### config.mk
export PLATFORM = sky130hd
export DESIGN_NAME = rvip_top
export DESIGN_NICKNAME = d
export VERILOG_FILES = /design/src/hdl/rvip_pkg.sv /design/src/hdl/rvip_top.sv /design/src/hdl/rvip_prio_enc.sv
export VERILOG_INCLUDE_DIRS = /design/src /design/src/hdl
export SDC_FILE = /design/constraint.sdc
export NUM_CORES = 1
export LEC_CHECK = 0
export BUFFER_PORTS_ARGS = -buffer_cell sky130_fd_sc_hd__buf_4
export CORE_UTILIZATION = 40
export CTS_BUF_LIST = sky130_fd_sc_hd__clkbuf_4
export DETAILED_ROUTE_END_ITERATION = 16
export PLACE_DENSITY = 0.72
export SLEW_MARGIN = 15
export SYNTH_ARGS = -nofsm -noshare
export SYNTH_HDL_FRONTEND = slang
export SYNTH_HIERARCHICAL = 1
export SYNTH_SLANG_ARGS = --single-unit
### constraint.sdc
create_clock -name clk -period 3.7 [get_ports clk]
set_input_delay 0.74 -clock clk [delete_from_list [all_inputs] [get_ports clk]]
set_output_delay 0.74 -clock clk [all_outputs]
set_load 0.02 [all_outputs]
### src/hdl/rvip_cfg.svh
// Notes on behaviour
// Normal modes take the reset vector at FFFE, FFFC or FFFA by cause.
// Special test or bootstrap modes take the vector at BFFE, BFFC or BFFA instead.
// The restart vector is fetched within three cycles after reset, then execution starts.
// Reset sets the X mask, I mask and stop-disable flags.
// Reset loads the memory placement register with 01.
// Reset clears the timer, sets compares to FFFF, clears timer flags and masks.
// Reset clears the periodic flag, its enable and rate, and disables the accumulator.
// The watchdog is enabled unless its disable bit is set, at the shortest rate.
// Reset sets baud to 04, 8-bit frames, serial off, transmit flags set.
// Non-maskable ranking: resets first, then pin interrupt, illegal opcode, software interrupt.
// Fifteen maskable sources have a fixed default ranking, external request first.
// The selected maskable source is raised to the top; others keep their order.
// A promoted source is still blocked by the global mask and its local enable.
// Priority changes never change any source's vector address.
// The priority register accepts writes only while the global mask is set.
// Reset loads the priority select field with 0110, the external request.
// Out of reset the external request pin is level sensitive.
// At reset release both mode pins are latched into the mode bits.
// The special-mode bit holds mode pin B inverted, sampled at reset release.
// The boot-ROM bit is writable only in special mode and reads zero otherwise.
// In special modes, writing the mode bits switches the operating mode.
// Reset sets the stop-recovery delay bit and clears the clock monitor enable.
// Select codes map 0000 timer overflow to 1111 capture4; 0101 acts as 0110.
// The mode-A bit holds mode pin A, sampled at reset release.
// At reset release the highest active cause alone selects the vector pair.
`ifndef RVIP_CFG_SVH
`define RVIP_CFG_SVH
`define RVIP_IDX_OPTION 14'h1039
`define RVIP_IDX_PMISC 14'h103c
`define RVIP_IDX_INIT 14'h1040
`define RVIP_IDX_STATUS 14'h1041
`define RVIP_VEC_POR 16'hfffe
`define RVIP_VEC_CLKMON 16'hfffc
`define RVIP_VEC_WDOG 16'hfffa
`define RVIP_VEC_SPEC_POR 16'hbffe
`define RVIP_VEC_SPEC_CLKMON 16'hbffc
`define RVIP_VEC_SPEC_WDOG 16'hbffa
`define RVIP_VEC_NMI 16'hfff4
`define RVIP_VEC_IRQ 16'hfff2
`define RVIP_INIT_RST 8'h01
`define RVIP_PSEL_RST 4'h6
`define RVIP_TIMER_RST 16'h0000
`define RVIP_COMPARE_RST 16'hffff
`define RVIP_BAUD_RST 8'h04
`define RVIP_SCI_STATUS_RST 8'hc0
`define RVIP_OPT_WINDOW 7'h40
`define RVIP_HP_BOOT 7
`define RVIP_HP_SPEC 6
`define RVIP_HP_MODEA 5
`define RVIP_HP_IRV 4
`define RVIP_OPT_ADPU 7
`define RVIP_OPT_CSEL 6
`define RVIP_OPT_IRQE 5
`define RVIP_OPT_DELAY 4
`define RVIP_OPT_CMON 3
`define RVIP_SRC_NONE 5'h00
`define RVIP_SRC_NMI 5'h01
`define RVIP_SRC_ILLEGAL 5'h02
`define RVIP_SRC_SOFT 5'h03
`define RVIP_SRC_MASKABLE 5'h10
`endif

### src/hdl/rvip_pkg.sv
`default_nettype none
package rvip_pkg;
   typedef enum logic [1:0] {PH_RESET, PH_FETCH_HI, PH_FETCH_LO, PH_RUN} rvip_phase_t;
   typedef enum logic [1:0] {CAUSE_POR, CAUSE_CLKMON, CAUSE_WDOG} rvip_cause_t;
endpackage : rvip_pkg
`default_nettype wire

### src/hdl/rvip_top.sv
// The Avalon-MM interface to the registers was chosen for this implementation.
`include "rvip_cfg.svh"
`default_nettype none
module rvip_top #(
   parameter logic [15:0] VEC_SWI = 16'hfff6,
   parameter logic [15:0] VEC_ILLEGAL = 16'hfff8,
   parameter int unsigned NUM_SRC = 15
) (
   input wire logic clk,
   input wire logic reset,
   input wire logic porCause,
   input wire logic clkMonCause,
   input wire logic watchdogCause,
   input wire logic modePinA,
   input wire logic modePinB,
   input wire logic watchdogDisable,
   input wire logic [15:0] avs_address,
   input wire logic avs_read,
   input wire logic avs_write,
   input wire logic [31:0] avs_writedata,
   input wire logic [3:0] avs_byteenable,
   output logic [31:0] avs_readdata,
   output logic avs_waitrequest,
   input wire logic flagsWrite,
   input wire logic [2:0] flagsIn,
   input wire logic nonmaskablePinInterrupt,
   input wire logic illegalOpcode,
   input wire logic softwareInterrupt,
   input wire logic [NUM_SRC-1:0] maskReq,
   input wire logic [NUM_SRC-1:0] maskEnable,
   output logic xMask,
   output logic iMask,
   output logic stopDisable,
   output logic [15:0] fetchAddr,
   output logic fetchValid,
   output logic cpuRun,
   output logic [1:0] resetCause,
   output logic intReq,
   output logic [15:0] intVector,
   output logic [4:0] intSource,
   output logic bootRomRead,
   output logic specialModeBit,
   output logic modeABit,
   output logic readVisibility,
   output logic [7:0] memInit,
   output logic irqEdgeSense,
   output logic stopRecoveryDelay,
   output logic clockMonitorEnable,
   output logic adcPowerUp,
   output logic adcClockSelect,
   output logic watchdogEnable,
   output logic [1:0] watchdogRate,
   output logic periphInit,
   output logic [15:0] timerCountLoad,
   output logic [15:0] compareLoad,
   output logic [7:0] baudLoad,
   output logic [7:0] sciStatusLoad
);
   import rvip_pkg::*;

   // ****************************************
   // State
   // ****************************************
   typedef struct packed {
      rvip_phase_t phase;
      logic lastReset;
      logic [2:0] causeSeen;
      rvip_cause_t cause;
      logic xMask;
      logic iMask;
      logic stopDisable;
      logic boot;
      logic spec;
      logic modeA;
      logic irv;
      logic [3:0] psel;
      logic adpu;
      logic csel;
      logic irqEdge;
      logic stopDelay;
      logic cmon;
      logic [1:0] wdRate;
      logic optLocked;
      logic [6:0] cycleCount;
      logic [7:0] memInit;
      logic wdEnable;
      logic periphInit;
      logic waitReq;
      logic [31:0] readData;
      logic [15:0] fetchAddr;
      logic fetchValid;
      logic cpuRun;
      logic intReq;
      logic [15:0] intVector;
      logic [4:0] intSource;
      logic [15:0] timerLoad;
      logic [15:0] compareLoad;
      logic [7:0] baudLoad;
      logic [7:0] sciLoad;
   } rvip_state_t;

   rvip_state_t st;
   rvip_state_t next_st;

   // ****************************************
   // Helpers
   // ****************************************
   function automatic logic addrIs(input logic [15:0] addr, input logic [13:0] idx);
      addrIs = (addr[15:2] == idx);
   endfunction : addrIs

   function automatic logic [15:0] causeVector(input rvip_cause_t c, input logic special);
      unique case (c)
         CAUSE_CLKMON: causeVector = special ? `RVIP_VEC_SPEC_CLKMON : `RVIP_VEC_CLKMON;
         CAUSE_WDOG: causeVector = special ? `RVIP_VEC_SPEC_WDOG : `RVIP_VEC_WDOG;
         default: causeVector = special ? `RVIP_VEC_SPEC_POR : `RVIP_VEC_POR;
      endcase
   endfunction : causeVector

   logic [2:0] causesNow;
   logic [2:0] causesAll;
   logic [NUM_SRC-1:0] maskLive;
   logic maskHit;
   logic [3:0] maskIndex;
   logic [7:0] pmRead;
   logic [7:0] optionRead;
   logic optTimed;

   assign causesNow = {watchdogCause, clkMonCause, porCause};
   assign causesAll = causesNow | st.causeSeen;
   assign maskLive = maskReq & maskEnable;

   rvip_prio_enc #(
      .NUM_SRC(NUM_SRC)
   ) u_prio (
      .req(maskLive),
      .psel(st.psel),
      .hit(maskHit),
      .index(maskIndex)
   );

   // ****************************************
   // Register read view
   // ****************************************
   always_comb begin
      pmRead = {st.boot & st.spec, st.spec, st.modeA, st.irv, st.psel};
      optionRead = {st.adpu, st.csel, st.irqEdge, st.stopDelay, st.cmon, 1'b0, st.wdRate};
      optTimed = st.spec || (!st.optLocked && (st.cycleCount < `RVIP_OPT_WINDOW));
   end

   // ****************************************
   // Next state
   // ****************************************
   always_comb begin
      next_st = st;
      next_st.lastReset = reset;
      if (reset) begin
         next_st.phase = PH_RESET;
         next_st.causeSeen = causesNow | (st.causeSeen & {3{st.lastReset}});
         next_st.cause = CAUSE_POR;
         next_st.xMask = 1'b1;
         next_st.iMask = 1'b1;
         next_st.stopDisable = 1'b1;
         next_st.boot = 1'b0;
         next_st.spec = 1'b0;
         next_st.modeA = 1'b0;
         next_st.irv = 1'b0;
         next_st.psel = `RVIP_PSEL_RST;
         next_st.adpu = 1'b0;
         next_st.csel = 1'b0;
         next_st.irqEdge = 1'b0;
         next_st.stopDelay = 1'b1;
         next_st.cmon = 1'b0;
         next_st.wdRate = 2'h0;
         next_st.optLocked = 1'b0;
         next_st.cycleCount = 7'h00;
         next_st.memInit = `RVIP_INIT_RST;
         next_st.wdEnable = 1'b0;
         next_st.periphInit = 1'b1;
         next_st.waitReq = 1'b1;
         next_st.readData = 32'h0000_0000;
         next_st.fetchAddr = 16'h0000;
         next_st.fetchValid = 1'b0;
         next_st.cpuRun = 1'b0;
         next_st.intReq = 1'b0;
         next_st.intVector = 16'h0000;
         next_st.intSource = `RVIP_SRC_NONE;
         next_st.timerLoad = `RVIP_TIMER_RST;
         next_st.compareLoad = `RVIP_COMPARE_RST;
         next_st.baudLoad = `RVIP_BAUD_RST;
         next_st.sciLoad = `RVIP_SCI_STATUS_RST;
      end else begin
         next_st.causeSeen = 3'h0;
         if (st.cycleCount < `RVIP_OPT_WINDOW) begin
            next_st.cycleCount = st.cycleCount + 7'h01;
         end

         // Release, vector fetch and start
         unique case (st.phase)
            PH_RESET: begin
               if (causesAll[0]) begin
                  next_st.cause = CAUSE_POR;
               end else if (causesAll[1]) begin
                  next_st.cause = CAUSE_CLKMON;
               end else if (causesAll[2]) begin
                  next_st.cause = CAUSE_WDOG;
               end else begin
                  next_st.cause = CAUSE_POR;
               end
               next_st.spec = ~modePinB;
               next_st.modeA = modePinA;
               next_st.boot = ~modePinB & ~modePinA;
               next_st.irv = ~modePinB & modePinA;
               next_st.wdEnable = ~watchdogDisable;
               next_st.fetchAddr = causeVector(next_st.cause, ~modePinB);
               next_st.fetchValid = 1'b1;
               next_st.periphInit = 1'b0;
               next_st.phase = PH_FETCH_HI;
            end
            PH_FETCH_HI: begin
               next_st.fetchAddr = {st.fetchAddr[15:1], 1'b1};
               next_st.phase = PH_FETCH_LO;
            end
            PH_FETCH_LO: begin
               next_st.fetchValid = 1'b0;
               next_st.cpuRun = 1'b1;
               next_st.phase = PH_RUN;
            end
            PH_RUN: begin
               next_st.cpuRun = 1'b1;
            end
         endcase

         // Flags kept by the core
         if (flagsWrite) begin
            next_st.xMask = flagsIn[2];
            next_st.iMask = flagsIn[1];
            next_st.stopDisable = flagsIn[0];
         end

         // Interrupt resolution
         next_st.intReq = 1'b1;
         if (nonmaskablePinInterrupt && !st.xMask) begin
            next_st.intVector = `RVIP_VEC_NMI;
            next_st.intSource = `RVIP_SRC_NMI;
         end else if (illegalOpcode) begin
            next_st.intVector = VEC_ILLEGAL;
            next_st.intSource = `RVIP_SRC_ILLEGAL;
         end else if (softwareInterrupt) begin
            next_st.intVector = VEC_SWI;
            next_st.intSource = `RVIP_SRC_SOFT;
         end else if (maskHit && !st.iMask) begin
            next_st.intVector = `RVIP_VEC_IRQ - {11'h000, maskIndex, 1'b0};
            next_st.intSource = `RVIP_SRC_MASKABLE | {1'b0, maskIndex};
         end else begin
            next_st.intReq = 1'b0;
            next_st.intVector = 16'h0000;
            next_st.intSource = `RVIP_SRC_NONE;
         end

         // Avalon slave, one wait cycle
         if (st.waitReq && (avs_read || avs_write)) begin
            next_st.waitReq = 1'b0;
            next_st.readData = 32'h0000_0000;
            if (avs_read) begin
               if (addrIs(avs_address, `RVIP_IDX_PMISC)) begin
                  next_st.readData = {24'h000000, pmRead};
               end else if (addrIs(avs_address, `RVIP_IDX_OPTION)) begin
                  next_st.readData = {24'h000000, optionRead};
               end else if (addrIs(avs_address, `RVIP_IDX_INIT)) begin
                  next_st.readData = {24'h000000, st.memInit};
               end else if (addrIs(avs_address, `RVIP_IDX_STATUS)) begin
                  next_st.readData = {26'h0000000, st.wdEnable, st.cpuRun,
                     st.phase, st.cause};
               end
            end
         end else if (!st.waitReq) begin
            next_st.waitReq = 1'b1;
            if (avs_write && avs_byteenable[0]) begin
               if (addrIs(avs_address, `RVIP_IDX_PMISC) && st.iMask) begin
                  next_st.psel = avs_writedata[3:0];
                  next_st.irv = avs_writedata[`RVIP_HP_IRV];
                  if (st.spec) begin
                     next_st.boot = avs_writedata[`RVIP_HP_BOOT];
                     next_st.spec = avs_writedata[`RVIP_HP_SPEC];
                     next_st.modeA = avs_writedata[`RVIP_HP_MODEA];
                  end
               end else if (addrIs(avs_address, `RVIP_IDX_OPTION)) begin
                  next_st.adpu = avs_writedata[`RVIP_OPT_ADPU];
                  next_st.csel = avs_writedata[`RVIP_OPT_CSEL];
                  next_st.cmon = avs_writedata[`RVIP_OPT_CMON];
                  if (optTimed) begin
                     next_st.irqEdge = avs_writedata[`RVIP_OPT_IRQE];
                     next_st.stopDelay = avs_writedata[`RVIP_OPT_DELAY];
                     next_st.wdRate = avs_writedata[1:0];
                     next_st.optLocked = ~st.spec;
                  end
               end else if (addrIs(avs_address, `RVIP_IDX_INIT)) begin
                  next_st.memInit = avs_writedata[7:0];
               end
            end
         end
      end
   end

   always_ff @(posedge clk) begin
      st <= next_st;
   end

   // ****************************************
   // Outputs
   // ****************************************
   assign avs_readdata = st.readData;
   assign avs_waitrequest = st.waitReq;
   assign xMask = st.xMask;
   assign iMask = st.iMask;
   assign stopDisable = st.stopDisable;
   assign fetchAddr = st.fetchAddr;
   assign fetchValid = st.fetchValid;
   assign cpuRun = st.cpuRun;
   assign resetCause = st.cause;
   assign intReq = st.intReq;
   assign intVector = st.intVector;
   assign intSource = st.intSource;
   assign bootRomRead = st.boot;
   assign specialModeBit = st.spec;
   assign modeABit = st.modeA;
   assign readVisibility = st.irv;
   assign memInit = st.memInit;
   assign irqEdgeSense = st.irqEdge;
   assign stopRecoveryDelay = st.stopDelay;
   assign clockMonitorEnable = st.cmon;
   assign adcPowerUp = st.adpu;
   assign adcClockSelect = st.csel;
   assign watchdogEnable = st.wdEnable;
   assign watchdogRate = st.wdRate;
   assign periphInit = st.periphInit;
   assign timerCountLoad = st.timerLoad;
   assign compareLoad = st.compareLoad;
   assign baudLoad = st.baudLoad;
   assign sciStatusLoad = st.sciLoad;
endmodule : rvip_top
`default_nettype wire

### src/hdl/rvip_prio_enc.sv
`default_nettype none
module rvip_prio_enc #(
   parameter int unsigned NUM_SRC = 15
) (
   input wire logic [NUM_SRC-1:0] req,
   input wire logic [3:0] psel,
   output logic hit,
   output logic [3:0] index
);
   // ****************************************
   // Select code to default-order index
   // ****************************************
   function automatic logic [3:0] pselToIndex(input logic [3:0] code);
      unique case (code)
         4'h0: pselToIndex = 4'ha;
         4'h1: pselToIndex = 4'hb;
         4'h2: pselToIndex = 4'hc;
         4'h3: pselToIndex = 4'hd;
         4'h4: pselToIndex = 4'he;
         4'h5, 4'h6: pselToIndex = 4'h0;
         4'h7: pselToIndex = 4'h1;
         4'h8: pselToIndex = 4'h2;
         4'h9: pselToIndex = 4'h3;
         4'ha: pselToIndex = 4'h4;
         4'hb: pselToIndex = 4'h5;
         4'hc: pselToIndex = 4'h6;
         4'hd: pselToIndex = 4'h7;
         4'he: pselToIndex = 4'h8;
         4'hf: pselToIndex = 4'h9;
      endcase
   endfunction : pselToIndex

   logic [3:0] promoted;

   always_comb begin
      promoted = pselToIndex(psel);
      hit = |req;
      index = 4'h0;
      for (int i = NUM_SRC - 1; i >= 0; i--) begin
         if (req[i]) begin
            index = 4'(i);
         end
      end
      if (req[promoted]) begin
         index = promoted;
      end
   end
endmodule : rvip_prio_enc
`default_nettype wire

Yosys cells after proc, flatten, opt, wreduce, memory -nomap -nowiden
Memory sizes are Yosys's and may differ from the RTL's. A register that Yosys moved wholly into a read port is not among the register bits.
Index checks and enable logic that the tools add are counted.
- mux-type cells: 56
- equality and inequality tests: 9
- bitwise logic cells: 17
- add/sub/neg operators: 2
- reductions and logical operators: 26
- magnitude comparators: 2
- operator list (operator ; count):
    32-bit 2-to-1 mux ; 4
    21-bit 2-to-1 mux ; 4
    4-bit 2-to-1 mux ; 19
    14-bit by 13-bit == test with 1-bit output, second input constant ; 4
    16-bit 2-to-1 mux ; 3
    15-bit 2-to-1 mux ; 3
    16-bit case mux with 2 select lines ; 1
    15-bit case mux with 2 select lines ; 1
    8-bit 2-to-1 mux ; 3
    15-bit bitwise AND ; 1
    15-bit OR reduction ; 1
    2-bit 2-to-1 mux ; 6
    6-bit AND reduction ; 2
    1-bit inverter ; 10
    7-bit by 1-bit adder with 7-bit output, second input constant ; 1
    7-bit < comparator, second input constant ; 1
    5-bit by 6-bit subtractor with 7-bit output, first input constant ; 1
    2-bit == test, second input constant ; 3
    1-bit logical AND ; 6
    1-bit 2-to-1 mux ; 6
    3-bit 2-to-1 mux ; 2
    6-bit 2-to-1 mux ; 1
    3-bit bitwise OR ; 2
    2-bit case mux with 3 select lines ; 1
    18 further kinds ; 26
- output and inout bits: 147
- input port bits: 99
- memories kept: 1
- word-level logic and storage cells: 151
- memory bits (read-only): 64
- flip-flop bits (word level): 117
- memory list (memory ; depth ; width ; rd ports ; clocked after memory_dff ; write ports ; RTL line ; source):
    (no name shown) ; 16 ; 4 ; 1 ; 1 ; 0 ; rvip_prio_enc.sv:14 ; unique case (code)

Depth between registers and ports, before layout
- depth in word-level cells: 22
- gate-level depth with buffers: 13
- mapped depth without buffers: 12

Hierarchy
Netlist, hierarchy kept.
- by module, submodules not included (module ; instances ; cells an instance ; area each (um^2) ; sequential area each (um^2)):
    rvip_top ; 1 ; 512 ; 4331.7 ; 1421.4
    rvip_prio_enc ; 1 ; 70 ; 485.5 ; 0.0

Least setup slack after synthesis
Ideal clock, no wire load.
- path kind: input-to-reg
- from: input port maskReq[7]
- to: register st, in the netlist intVector[4]
- stages on the path: 11
- required time: 3630 ps
- arrival time: 2866 ps
- library setup time: 70 ps
- path buffers: 0
- path slack: 764 ps
- cell sequence: and2_1 nand2b_1 mux4_2 and3b_4 a311oi_4 mux2_4 inv_1 ha_1 xor2_1 nand2_1 a21oi_1
- cells in the longest elaborated chain, start to end: 15
- elaborated cells between the ends (all ways): 19
- those cells by class: add/sub: 1; mux: 15; bitwise: 1; reduce/logical: 2
- ends and longest elaborated chain (element ; RTL line ; source):
    start, declared ; rvip_top.sv:29 ; input wire logic [NUM_SRC-1:0] maskReq,
    15-bit bitwise AND (*) ; rvip_top.sv:131 ; assign maskLive = maskReq & maskEnable;
    4-bit 2-to-1 mux (8 in a row) ; rvip_prio_enc.sv:40 ; if (req[i]) begin
    4-bit 2-to-1 mux (*) ; rvip_prio_enc.sv:44 ; if (req[promoted]) begin
    net maskIndex[1] ; rvip_top.sv:124 ; logic [3:0] maskIndex;
    5-bit by 6-bit subtractor with 7-bit output (no line) (*) ; n/a ;
    21-bit 2-to-1 mux (*) ; rvip_top.sv:252 ; end else if (maskHit && !st.iMask) begin
    21-bit 2-to-1 mux (*) ; rvip_top.sv:249 ; end else if (softwareInterrupt) begin
    21-bit 2-to-1 mux (*) ; rvip_top.sv:246 ; end else if (illegalOpcode) begin
    21-bit 2-to-1 mux (*) ; rvip_top.sv:243 ; if (nonmaskablePinInterrupt && !st.xMask) begin
    end signal, assigned ; rvip_top.sv:307 ; st <= next_st;
    end, declared ; rvip_top.sv:102 ; rvip_state_t st;
Mark *: on every way through the listed nets, which the timed path passes. The rest lies on a longest branch. The select of a mux whose other input is x is not followed.
A chain may end at the register's enable or synchronous reset.

==> metrics.cfg <==
[synth]
synth.cell_area_sq_um = 4820
synth_top_cell_area_share_pct = 29.5
synth_area_leaders = dfxtp_1 (30%), buf_4 (20%), a21oi_1 (4.1%), nor2_1 (3.0%), and2_1 (2.6%)
postSynth.asyncResetShare_pct = 0
synth_seq_area_share_pct = 29.5
yosysWarnings = 6
ys_seq_elements = 71
synth_edf_count = 0
synth_common_cells = buf_4 (129), dfxtp_1 (71), a21oi_1 (39)
yosys_most_used_dff = dfxtp_1
synth.most_common_cell = buf_4
synth_cells = 582
ys_types = 75
synth_area_per_cell_sq_um = 8.28
yosysTopAreaCell = dfxtp_1

[timing]
fmax_ghz = 0.349
final.setup.tns_ns = 0
period_share_pct = 77.5
min_period_ns = 2.87
hold-worst-slack_ns = 0.467
relSlewSlack_pct = 46.8
skew_ns = 0.0181
rsz0062_at_grt = false
timing.final.max_slew_violations = 0
setup_viol = 0
hold_viol = 0
worst_slew_pin_slew_ns = 0.787

[min_path]
hold_class = reg -> reg

[worst_setup_path]
crit_arrival_ns = 3.21
slowest_delay_ns = 0.36
critPathSlowestCell = a311oi_4
crit_type = reg -> reg
cp_max_fo = 18
crit_path_frequent_cell = ha_1
critPathCaptureType = flop
required_ns = 4.05
cp-start-kind = flop
critical_path.cell_chain = buf_4 > ha_1 > or2b_1 > o31ai_2 > and3b_4 > a311oi_4 > mux2i_1 > inv_1 > ha_1 > xor2_1 > nand2_1 > a21oi_1

[clock_tree]
cts_tree = built
cts_made_buffers = 9
cts.sinks = 71
cts_root_buffer = clkbuf_4
clock_latency_ns = 0.43
ctsResizeCount = 0
htreeDepth = 3
clock_path_buffers = 2
post_cts_buffers = 0
hold_buffers = 0
clk_pin_slew_worst_paths_ns = 0.12

[final_layout]
diodes = 0
multi_input_area_sq_um = 2540
final_nets = 767
n_fill_cell = 1140
drive_gt1_share_pct = 26.5
seq_area_sq_um = 1420
area_growth_pct = 11.8

[route]
drt_iter0_drc = 270
vias = 4152
via_per_inst = 5.17
postRouteAntennaNets = 0
wirelength_um = 11800
drtPass1Iterations = 11
wire_per_inst_um = 14.7
drc = 15

[placement]
port_buffers = 143
dp_hpwl_um = 8980
gp_congestion = 0.930

[grt]
antenna_found_initial = 0
grt_pass1_vias = 3836
grt_pass1_wl_um = 18600
grtUsageTotal_pct = 18.6
globalRouteOverflowTotal = 0
grt_start_max_net_pins = 49

[floorplan]
die_h_um = 112
core_sq_um = 11600
ios = 246
start_util_pct = 41.7
dieArea_sq_um = 12500
die_w_um = 112
num_rows = 39

[run]
maxCapViolCount = 0

[status]
status = complete, but fails checks
violations = DRC

[power]
leakagePower_nw = 2.32
ir_drop_v = 0.000434
p_per_area_nw_per_um2 = 350

[critical path: cells and delay by family (launching register included)]
| family | cells | cell delay (ns) |
|---|---|---|
| mux | 1 | 0.32 |
| simple gates | 3 | 0.59 |
| compound gates | 3 | 0.67 |
| xor+xnor | 1 | 0.15 |
| buf+inv | 2 | 0.26 |
| fa+ha+maj | 2 | 0.48 |
| flops | 1 | 0.32 |
[stage by stage]
step                      util, %  setup WS [ns]  power (mW)  instance area, sq um  cells
final                        46.6          0.834        1.88                  5380    803
after detailed placement     45.8          0.448        1.52                  5300    790
after global routing         46.6          0.689        1.98                  5380    803
after global placement       45.8          0.538        1.51                  5300    790
after CTS                    46.6          0.833        1.90                  5380    803
after floorplan                 -          0.764        1.41                  5080    653
[registers in the layout (all words and copies together) (netlist names), 4 cells and up]
| name | count |
|---|---|
| intVector | 5 |
| st | 14 |
| intSource | 5 |
| fetchAddr | 5 |
| pmRead | 4 |
| avs_readdata | 8 |
| memInit | 8 |
[power by group]
| part | internal [mW] | switching [mW] | leakage [nW] |
|---|---|---|---|
| Sequential | 0.820 | 0.0598 | 0.581 |
| Combinational | 0.250 | 0.377 | 1.69 |
| Clock | 0.120 | 0.258 | 0.0500 |
| Total | 1.19 | 0.695 | 2.32 |
[final timing paths]
check | slack, ns | to | startpoint | cells past startpoint
setup reg to reg | 0.83 | intVector[4]$_SDFF_PP0_ | pmRead[1]$_SDFFE_PP1P_ | 12
hold / removal | 0.47 | avs_readdata[0]$_SDFFE_PP0P_ | avs_readdata[0]$_SDFFE_PP0P_ | 2
setup / recovery | 0.83 | intVector[4]$_SDFF_PP0_ | pmRead[1]$_SDFFE_PP1P_ | 12
hold reg to reg | 0.47 | avs_readdata[0]$_SDFFE_PP0P_ | avs_readdata[0]$_SDFFE_PP0P_ | 2
[layout make-up]
| type | instances | area share (%) |
|---|---|---|
| sequential | 71 | 26.4 |
| clock inverter | 4 | 0.302 |
| clock buffer | 9 | 1.25 |
| multi-input combinational | 414 | 47.1 |
| timing repair buffer | 148 | 20.6 |
| tap | 143 | 3.32 |
| inverter | 14 | 0.976 |
[kinds of logic after synthesis]
| group | count (synthesis) | share of synthesized area, % |
|---|---|---|
| AOI/OAI and AO/OA | 130 | 17.9 |
| xor gates and xnor gates | 5 | 0.909 |
| adders and majority gates | 10 | 2.60 |
| buffers and inverters | 168 | 23.4 |
| DFF | 71 | 29.5 |
| muxes | 12 | 2.86 |
| other | 2 | 0.156 |
| and+or+nand+nor | 184 | 22.6 |
[routing by layer]
metal | GRT usage (%) | up-vias | routed length (um)
li1 | - | 1999 | -
met1 | 22.4 | 1922 | 4950
met2 | 31.7 | 204 | 5590
met3 | 4.25 | 27 | 947
met4 | 7.75 | 0 | 308
met5 | 0 | - | 0
[placed cells by master, fill, tap and decap left out, types with 5 or more instances in the layout]
cell type / Yosys / layout
ha_1: 10 / 10
o21ai_0: 20 / 20
inv_1: 14 / 14
and2_1: 20 / 20
nand4b_1: 7 / 7
a21oi_1: 39 / 39
o211ai_1: 5 / 5
conb_1: 2 / 73
nand3_1: 24 / 24
a211oi_1: 6 / 6
nor3_1: 8 / 8
o21ai_1: 10 / 10
mux2i_1: 10 / 10
nor2b_1: 9 / 9
buf_4: 129 / 148
a22oi_1: 8 / 8
nand2_1: 21 / 21
nor2_1: 38 / 38
clkbuf_4: 0 / 9
dfxtp_1: 71 / 71
nand4_1: 9 / 9
nor4_1: 6 / 6
No activity file was read; power rests on OpenSTA's default activity.
